### config.mk
export PLATFORM = sky130hd
export DESIGN_NAME = gochp_top
export DESIGN_NICKNAME = d
export VERILOG_FILES = /design/src/core/gochp_pkg.sv /design/src/core/gochp_rx_if.sv /design/src/core/gochp_pie_rx.sv /design/src/core/gochp_top.sv
export SDC_FILE = /design/constraint.sdc
export NUM_CORES = 2
export LEC_CHECK = 0
export BUFFER_PORTS_ARGS = -buffer_cell sky130_fd_sc_hd__buf_4
export CAP_MARGIN = 20
export CORE_MARGIN = 2
export CORE_UTILIZATION = 35
export DETAILED_ROUTE_END_ITERATION = 10
export PLACE_DENSITY = 0.51
export SETUP_SLACK_MARGIN = 0.3
export SLEW_MARGIN = 20
export SYNTH_ARGS = -nofsm -noshare
export SYNTH_HDL_FRONTEND = slang
export SYNTH_HIERARCHICAL = 1
export SYNTH_SLANG_ARGS = --single-unit
### constraint.sdc
create_clock -name sys_clk -period 8 [get_ports sys_clk]
set_clock_uncertainty 0.2 [all_clocks]
set_input_delay 1.6 -clock sys_clk [delete_from_list [all_inputs] [get_ports sys_clk]]
set_output_delay 1.6 -clock sys_clk [all_outputs]
set_load 0.005 [all_outputs]
### src/core/gochp_pkg.sv
// Package of constants for the optional command handler
package gochp_pkg;
    localparam logic [7:0] OPC_ACCESS     = 8'hC6;
    localparam logic [7:0] OPC_BLK_WRITE  = 8'hC7;
    localparam logic [7:0] OPC_BLK_PLOCK  = 8'hC9;
    localparam logic [7:0] ERR_CODE_OTHER = 8'h00;
    localparam logic [1:0] BANK_USER      = 2'h3;
    // Variant selectors
    localparam logic [1:0] VAR_U512 = 2'h0;
    localparam logic [1:0] VAR_U128 = 2'h1;
    localparam logic [1:0] VAR_U32  = 2'h2;
    localparam logic [1:0] VAR_U480 = 2'h3;
    localparam logic [9:0] USER_BITS_512 = 10'h200;
    localparam logic [9:0] USER_BITS_480 = 10'h1E0;
    localparam logic [9:0] USER_BITS_128 = 10'h080;
    localparam logic [9:0] USER_BITS_32  = 10'h020;
    localparam logic [9:0] EPC_BITS_U512 = 10'h080;
    localparam logic [9:0] EPC_BITS_U128 = 10'h1F0;
    localparam logic [9:0] EPC_BITS_U32  = 10'h080;
    localparam logic [9:0] EPC_BITS_U480 = 10'h100;
    localparam int         BLOCK_BITS    = 128;
    localparam int         NUM_BLOCKS    = 4;
    localparam int         RSV_WORDS     = 4;
    localparam int         TID_WORDS     = 6;
    // Arbitrary neutral identity values
    localparam logic [15:0] TID_WORD0    = 16'hE200;
    localparam logic [15:0] TID_WORD1    = 16'h0000;
    localparam logic [15:0] TID_XHDR     = 16'h0000;
    localparam logic [47:0] TID_SERIAL   = 48'h000000000001;
    // Reply turnaround delay in ns and cycles at 100 MHz
    localparam int          CLK_NS       = 10;
    localparam int          T1_NS        = 20000;
    localparam logic [11:0] T1_CYC       = 12'((T1_NS + CLK_NS - 1) / CLK_NS);
    localparam logic [15:0] CRC_INIT     = 16'hFFFF;
    localparam logic [15:0] CRC_POLY     = 16'h1021;
    localparam logic [5:0]  ERR_FRAME_LEN = 6'h29; // header+code+handle+crc = 41
    localparam logic [7:0]  PERMALOCK_NONE = 8'h00;
    localparam logic [1:0]  ENC_FM0      = 2'h0;
endpackage

### src/core/gochp_rx_if.sv
// Interface carrying the combined forward-link bit stream
`timescale 1ns/1ps
interface gochp_rx_if;
    logic bit_valid;
    logic bit_val;
    logic frame_start;
    modport src (output bit_valid, output bit_val, output frame_start);
    modport dst (input bit_valid, input bit_val, input frame_start);
endinterface

### src/core/gochp_pie_rx.sv
// PIE symbol decoder combining both antenna demodulator outputs
`timescale 1ns/1ps
module gochp_pie_rx
    import gochp_pkg::*;
(
    // Clock and reset
    input  wire logic sys_clk,
    input  wire logic resetn,
    // Demodulated envelopes, high = carrier present
    input  wire logic env_a,
    input  wire logic env_b,
    // Decoded stream
    gochp_rx_if.src   rx
);
    typedef struct packed {
        logic        env_q;
        logic [11:0] cnt;
        logic [11:0] tari;
        logic        have_tari;
        logic        bit_valid;
        logic        bit_val;
        logic        frame_start;
    } gochp_pie_st_t;

    gochp_pie_st_t st_ff, nxt_st;
    logic          env;
    logic [12:0]   one_thr;

    // Data-1 threshold at 1.25 reference; one bit wider so a long reference cannot wrap
    assign one_thr = {1'b0, st_ff.tari} + {3'h0, st_ff.tari[11:2]};

    // Either port seeing a low pulse counts; envelope detection is modulation-agnostic
    assign env = env_a & env_b;

    // Measure high time between low pulses; first interval sets reference
    always_comb begin
        nxt_st             = st_ff;
        nxt_st.bit_valid   = 1'b0;
        nxt_st.frame_start = 1'b0;
        nxt_st.env_q       = env;
        if (env) begin
            nxt_st.cnt = (st_ff.cnt == 12'hFFF) ? st_ff.cnt : st_ff.cnt + 12'h001;
        end
        if (!env && st_ff.env_q) begin
            nxt_st.cnt = 12'h000;
            if (st_ff.cnt == 12'hFFF) begin
                nxt_st.have_tari   = 1'b0; // Long gap starts a new frame
                nxt_st.frame_start = 1'b1;
            end else if (!st_ff.have_tari) begin
                nxt_st.tari      = st_ff.cnt;
                nxt_st.have_tari = 1'b1;
            end else begin
                nxt_st.bit_valid = 1'b1; // Data-1 is longer than 1.25 data-0
                nxt_st.bit_val   = ({1'b0, st_ff.cnt} > one_thr);
            end
        end
    end

    always_ff @(posedge sys_clk or negedge resetn) begin
        if (!resetn) begin
            st_ff <= '0;
        end else begin
            st_ff <= nxt_st;
        end
    end

    assign rx.bit_valid   = st_ff.bit_valid;
    assign rx.bit_val     = st_ff.bit_val;
    assign rx.frame_start = st_ff.frame_start;
endmodule // gochp_pie_rx

### src/core/gochp_top.sv
// Optional command handler: decode, BlockWrite checks, BlockPermalock, error replies
`timescale 1ns/1ps
module gochp_top
    import gochp_pkg::*;
(
    // Clock and reset
    input  wire logic        sys_clk,
    input  wire logic        resetn,
    // Configuration
    input  wire logic [1:0]  variant_sel,
    input  wire logic        public_profile,
    input  wire logic [15:0] handle,
    input  wire logic [1:0]  reply_enc_cmd,
    // Demodulator envelopes from the two ports
    input  wire logic        env_a,
    input  wire logic        env_b,
    // End of command frame marker
    input  wire logic        frame_end,
    // Decoded command
    output logic             cmd_access_ff,
    output logic             cmd_bwrite_ff,
    output logic             cmd_plock_ff,
    // NVM write request
    output logic             nvm_we_ff,
    output logic [1:0]       nvm_bank_ff,
    output logic [7:0]       nvm_wptr_ff,
    output logic [31:0]      nvm_wdata_ff,
    output logic [1:0]       nvm_nwords_ff,
    // Permalock state of user blocks
    output logic [3:0]       blk_lock_ff,
    // Reply bit stream
    output logic             reply_bit_ff,
    output logic             reply_valid_ff,
    output logic [1:0]       reply_enc_ff,
    output logic             reply_err_ff
);
    typedef enum logic [2:0] {S_IDLE, S_RECV, S_EXEC, S_WAIT, S_SEND} gochp_state_t;

    typedef struct packed {
        gochp_state_t state;
        logic [127:0] sreg;
        logic [7:0]   nbits;
        logic [11:0]  tcnt;
        logic [40:0]  frame;
        logic [5:0]   left;
        logic [15:0]  crc;
        logic         cmd_access;
        logic         cmd_bwrite;
        logic         cmd_plock;
        logic         nvm_we;
        logic [1:0]   nvm_bank;
        logic [7:0]   nvm_wptr;
        logic [31:0]  nvm_wdata;
        logic [1:0]   nvm_nwords;
        logic [3:0]   blk_lock;
        logic         reply_bit;
        logic         reply_valid;
        logic [1:0]   reply_enc;
        logic         reply_err;
    } gochp_top_st_t;

    gochp_top_st_t st_ff, nxt_st;
    gochp_rx_if    rx_bus ();

    // Antenna combining and PIE decoding
    gochp_pie_rx u_pie (
        .sys_clk (sys_clk),
        .resetn  (resetn),
        .env_a   (env_a),
        .env_b   (env_b),
        .rx      (rx_bus.src)
    );

    // Permalock is available only for the 480-bit variant and, without the public profile, the 512-bit one
    function automatic logic plock_ok(input logic [1:0] v, input logic pub);
        plock_ok = (v == VAR_U480) || ((v == VAR_U512) && !pub);
    endfunction

    // Top block is short in the 480-bit variant; no pointer is checked against this size
    function automatic logic [9:0] user_size(input logic [1:0] v);
        case (v)
            VAR_U512: user_size = USER_BITS_512;
            VAR_U480: user_size = USER_BITS_480;
            VAR_U128: user_size = USER_BITS_128;
            default:  user_size = USER_BITS_32;
        endcase
    endfunction

    // CRC-16 step over one bit
    function automatic logic [15:0] crc_step(input logic [15:0] c, input logic b);
        crc_step = {c[14:0], 1'b0} ^ ((c[15] ^ b) ? CRC_POLY : 16'h0000);
    endfunction

    logic [7:0]  opc;
    logic [1:0]  bank;
    logic [7:0]  wptr;
    logic [7:0]  wcnt;
    logic [31:0] wdata;
    logic [7:0]  plock_ptr;
    logic [7:0]  plock_mask;

    // Field extraction: opcode arrives first; EBV pointers assumed single byte
    always_comb begin
        opc        = st_ff.sreg[st_ff.nbits - 8'd1 -: 8];
        bank       = st_ff.sreg[st_ff.nbits - 8'd9 -: 2];
        wptr       = st_ff.sreg[st_ff.nbits - 8'd11 -: 8];
        wcnt       = st_ff.sreg[st_ff.nbits - 8'd19 -: 8];
        wdata      = st_ff.sreg[st_ff.nbits - 8'd27 -: 32];
        plock_ptr  = st_ff.sreg[st_ff.nbits - 8'd12 -: 8];
        plock_mask = st_ff.sreg[st_ff.nbits - 8'd28 -: 8];
    end

    // Command sequencer
    always_comb begin
        nxt_st             = st_ff;
        nxt_st.nvm_we      = 1'b0;
        nxt_st.cmd_access  = 1'b0;
        nxt_st.cmd_bwrite  = 1'b0;
        nxt_st.cmd_plock   = 1'b0;
        nxt_st.reply_enc   = reply_enc_cmd;
        case (st_ff.state)
            S_IDLE: begin
                nxt_st.reply_valid = 1'b0;
                nxt_st.reply_err   = 1'b0;
                if (rx_bus.frame_start) begin
                    nxt_st.nbits = 8'h00;
                    nxt_st.sreg  = '0;
                    nxt_st.state = S_RECV;
                end
            end
            S_RECV: begin
                if (rx_bus.bit_valid && st_ff.nbits != 8'hFF) begin
                    nxt_st.sreg  = {st_ff.sreg[126:0], rx_bus.bit_val};
                    nxt_st.nbits = st_ff.nbits + 8'h01;
                end
                if (frame_end) begin
                    nxt_st.state = S_EXEC;
                end
            end
            S_EXEC: begin
                nxt_st.state = S_IDLE;
                if (st_ff.nbits >= 8'h08) begin
                    // Frame lengths checked: exactly 56 bits for Access, more than 57 for BlockWrite, more than 66 for BlockPermalock
                    if (opc == OPC_ACCESS && st_ff.nbits == 8'd56) begin
                        nxt_st.cmd_access = 1'b1;
                    end else if (opc == OPC_BLK_WRITE && st_ff.nbits > 8'd57) begin
                        nxt_st.cmd_bwrite = 1'b1;
                        if (wcnt == 8'h00) begin
                            nxt_st.state = S_IDLE;
                        end else if (wcnt == 8'h01 || (wcnt == 8'h02 && !wptr[0])) begin
                            nxt_st.nvm_we     = 1'b1;
                            nxt_st.nvm_bank   = bank;
                            nxt_st.nvm_wptr   = wptr;
                            nxt_st.nvm_wdata  = wdata;
                            nxt_st.nvm_nwords = wcnt[1:0];
                        end else begin
                            // Odd pointer or too many words: nothing written
                            nxt_st.frame = {1'b1, ERR_CODE_OTHER, handle, 16'h0000};
                            nxt_st.crc   = CRC_INIT;
                            nxt_st.left  = ERR_FRAME_LEN;
                            nxt_st.tcnt  = T1_CYC;
                            nxt_st.state = S_WAIT;
                        end
                    end else if (opc == OPC_BLK_PLOCK && st_ff.nbits > 8'd66) begin
                        if (plock_ok(variant_sel, public_profile) && bank == BANK_USER) begin
                            nxt_st.cmd_plock = 1'b1;
                            if (plock_ptr == 8'h00) begin
                                // Mask MSB selects block 0 in the first 16-block word, the only one applied
                                nxt_st.blk_lock = st_ff.blk_lock
                                    | {plock_mask[4], plock_mask[5],
                                       plock_mask[6], plock_mask[7]};
                            end
                        end
                        // Otherwise silently ignored
                    end
                end
            end
            S_WAIT: begin
                // Reply turnaround before the error frame
                nxt_st.tcnt = st_ff.tcnt - 12'h001;
                if (st_ff.tcnt == 12'h001) begin
                    nxt_st.state = S_SEND;
                end
            end
            S_SEND: begin
                // Shift out header, code, handle, then the CRC computed on the fly
                nxt_st.reply_valid = 1'b1;
                nxt_st.reply_err   = 1'b1;
                nxt_st.reply_bit   = (st_ff.left > 6'd16) ? st_ff.frame[40] : ~st_ff.crc[15];
                if (st_ff.left > 6'd16) begin
                    nxt_st.crc = crc_step(st_ff.crc, st_ff.frame[40]);
                end else begin
                    nxt_st.crc = {st_ff.crc[14:0], 1'b1};
                end
                nxt_st.frame = {st_ff.frame[39:0], 1'b0};
                nxt_st.left  = st_ff.left - 6'd1;
                if (st_ff.left == 6'd1) begin
                    nxt_st.state = S_IDLE;
                end
            end
            default: nxt_st.state = S_IDLE;
        endcase
    end

    always_ff @(posedge sys_clk or negedge resetn) begin
        if (!resetn) begin
            st_ff       <= '0;
            st_ff.state <= S_IDLE;
        end else begin
            st_ff <= nxt_st;
        end
    end

    // Outputs come straight from the state register
    assign cmd_access_ff  = st_ff.cmd_access;
    assign cmd_bwrite_ff  = st_ff.cmd_bwrite;
    assign cmd_plock_ff   = st_ff.cmd_plock;
    assign nvm_we_ff      = st_ff.nvm_we;
    assign nvm_bank_ff    = st_ff.nvm_bank;
    assign nvm_wptr_ff    = st_ff.nvm_wptr;
    assign nvm_wdata_ff   = st_ff.nvm_wdata;
    assign nvm_nwords_ff  = st_ff.nvm_nwords;
    assign blk_lock_ff    = st_ff.blk_lock;
    assign reply_bit_ff   = st_ff.reply_bit;
    assign reply_valid_ff = st_ff.reply_valid;
    assign reply_enc_ff   = st_ff.reply_enc;
    assign reply_err_ff   = st_ff.reply_err;
endmodule // gochp_top

==> results.toml <==
[route]
vias_per_cell = 6.57
total_routed_length_mm = 141
detail_route.first_pass.iterations = 5
first_iter_violations = 3921
wl_per_cell_um = 28.2
via_count = 32800
number_of_drc_violations_after_detailed_routing = 0
antenna_violating_nets_post_route = 0

[clock_network]
cts_buffers = 36
postCtsResizedCells = 0
post_cts_hold_buffer_count = 0
clock-root-buffer = "clkbuf_16"
worst_setup_hold_path_clk_slew_ns = 0.06
number_of_sinks_handled_by_clock_tree_synthesis = 283
clk_latency_ns = 0.63
h_tree_lvl_count = 2
post-cts-setup-buffer-count = 0
clock_tree_from_tritoncts = "built"
clock_tree.buffer_depth = 3

[synth]
synth.net_count = 3971
synth_async_sr_flop_share_pct = 100
netlist-cell-type-count = 106
synthesis.instances = 3908
ys_seq_area_share_pct = 19.7
post_synth_instance_area_sq_mm = 0.0359
yosys_warnings = 6
synthesis.area_per_instance_sq_um = 9.18
number_of_flops_mapped_to_enable_cells_by_yosys = 0
postSynthRegisterBits = 283
yosys_most_used_dff = "dfrtp_1"

[power]
cellPowerDensity_mw_per_mm2 = 84.1
irDropWorstVdd_mv = 0.110
power_leakage_nw = 14.3

[run]
max_cap_violations = 0

[grt]
grt_start_max_net_pins = 150
grt_use_total_pct = 26.3
grt_pass1_vias = 30300
overflow = 0
grt_first_pass_wirelength_mm = 210
antenna_found_initial = 3

[critical_path]
cpMaxStageDelayCell = "dfrtp_4"
required_time_of_the_worst_setup_path_ns = 8.27
dominant_delay_contributor_by_cell_family_on_the_critical_path = "simple AND/OR/NAND/NOR gates"
critical-path-max-stage-delay_ns = 1.05
critical_path.cell_chain = "inv_1 > ha_4 > buf_12 > mux4_2 > nand2b_1 > or4_1 > a21boi_0 > nor4_1 > o22ai_1 > nand2_1 > nor4b_1 > nand4_2 > o221ai_1"
worst-path-buf-inv = 2
reg2reg_depth = 13
worst_r2r_endpoint = "st_ff[105]$_DFFE_PN0P_"
startpoint_type = "flip-flop"
cp_data_arrival_time_ns = 7.05
crit-reg2reg-launch = "st_ff[133]$_DFFE_PN0P_"
critical_path_class = "reg2reg"
r2r_setup_slack_ns = 1.22
critPathCaptureType = "flip-flop"
path_max_fanout = 66

[finish]
fillers = 10300
area.growth.synth_to_final_pct = 5.31
layout.nets = 3660
postLayoutCellArea_sq_mm = 0.0378
final_common_cell = "nand2_1"
utilization_pct = 37.1
post_route_cells_drive_above_1_share_pct = 22.3
most_used_cells_in_the_layout_excluding_fill_and_tap_cells = "nand2_1, nor2_1, mux4_2"
post_layout_nonfiller_instances = 4993

[placed_design]
place.port_buffers = 82
placed_area_sq_mm = 0.0366
place_hpwl_mm = 102
placed_insts = 4927
gpl.final_weighted_congestion = 0.989
placement.setup.worst_slack_ns = 1.28

[sta]
final_period_minus_worst_setup_slack_ns = 6.78
slew_headroom_pct = 27.5
grt_setup_unrepaired = "false"
fmax_mhz = 148
layout_worst_path_cycle_share_pct = 84.7
final_hold_viol_count = 0
finalSetupTns_ns = 0
worst_pin_slew_ns = 1.08
maxSlewViolCount = 0
setup_ws_ns = 1.22
setup_violations = 0

[die]
die_w_um = 324
die_area_sq_mm = 0.105
placeableCoreArea_sq_mm = 0.102
num_rows = 117
design.portCount = 83
floorplan.die.height_um = 324
start_util_pct = 35.3

[hold_path]
min-delay-path-class = "reg2reg"
timing.hold.worst.start = "st_ff[103]$_DFFE_PN0P_"
timing.hold.worst_path_depth = 2
hold-path-endpoint = "st_ff[104]$_DFFE_PN0P_"

[outcome]
run_status = "finished clean"
## per-stage QoR
step | power [mW] | hold WS, ns
4_1_cts | 3.24 | 0.274
3_3_place_gp | 1.56 | 0.256
3_5_place_dp | 1.56 | 0.262
2_1_floorplan | 1.51 | 0.244
5_1_grt | 3.30 | 0.301
6_report | 3.18 | 0.273
## state kept, by name (all words and copies together), names as in the netlist, 2 cells and up
name           cells
u_pie/st_ff       26
nvm_wptr_ff        8
st_ff            198
blk_lock_ff        4
nvm_nwords_ff      2
reply_enc_ff       2
nvm_bank_ff        2
nvm_wdata_ff      32
## routing by layer
layer	track usage, %	wire, um
met3	3.46	10900
met2	38.9	61200
met4	11.2	6690
met5	0	26
met1	38.5	62000
## report_power, final
part           total (mW)  switching [mW]  internal (mW)
clock                1.64           0.716          0.929
combinational      0.0851          0.0557         0.0293
sequential           1.45         0.00817           1.44
total                3.18           0.780           2.40
## tightest hold or removal path, cell delays in order, from the launching register on
cell,delay [ns]
dfrtp_1,0.34
nand2_1,0.05
o221ai_1,0.06
## worst max-delay path by stage
stage                                 from                     end  slack, ns  depth (start not counted)
floorplan           st_ff[133]$_DFFE_PN0P_  st_ff[104]$_DFFE_PN0P_       2.30                         25
global placement    st_ff[133]$_DFFE_PN0P_  st_ff[103]$_DFFE_PN0P_       1.33                         13
detailed placement  st_ff[133]$_DFFE_PN0P_  st_ff[105]$_DFFE_PN0P_       1.28                         13
CTS                 st_ff[133]$_DFFE_PN0P_  st_ff[105]$_DFFE_PN0P_       1.27                         13
global route        st_ff[133]$_DFFE_PN0P_  st_ff[110]$_DFFE_PN0P_       0.80                         13
finish              st_ff[133]$_DFFE_PN0P_  st_ff[105]$_DFFE_PN0P_       1.22                         13
## cell usage after synthesis, types with 63 or more instances
| cell type | number | area (sq um) |
|---|---|---|
| clkbuf_1 | 281 | 1050 |
| a22o_1 | 132 | 1160 |
| a21oi_1 | 200 | 1000 |
| buf_4 | 100 | 751 |
| nor2_1 | 356 | 1340 |
| a211oi_1 | 80 | 601 |
| nor3_1 | 122 | 611 |
| mux4_2 | 350 | 7880 |
| buf_2 | 84 | 420 |
| inv_1 | 63 | 236 |
| nand2_1 | 399 | 1500 |
| o21ai_0 | 161 | 806 |
| dfrtp_1 | 283 | 7080 |
| mux2_2 | 104 | 1170 |
| mux2i_1 | 279 | 2790 |
## kinds of logic (layout without fill, tap and decap cells)
logic type	after synthesis	count (layout)	share of synthesized area [%]
compound gates	954	954	18.6
flops	283	283	19.7
simple gates	1205	1205	15.7
other cells	0	1	0
buf+inv	590	306	8.17
fa+ha+maj	37	37	1.31
xor+xnor	59	59	1.52
mux	780	780	35.0
## area by class of cell
class                   count  area [sq um]  share of cell area, %
diodes                      1          2.50                0.00662
clock buffers              49          1010                   2.67
clock inverters            16           153                  0.404
inverters                  65           244                  0.646
multi-input cells        3035         26100                   69.0
flip-flops and latches    283          7090                   18.8
well taps                1368          1710                   4.53
repair buffers            176          1490                   3.95
No activity file was read; power rests on OpenSTA's default activity.
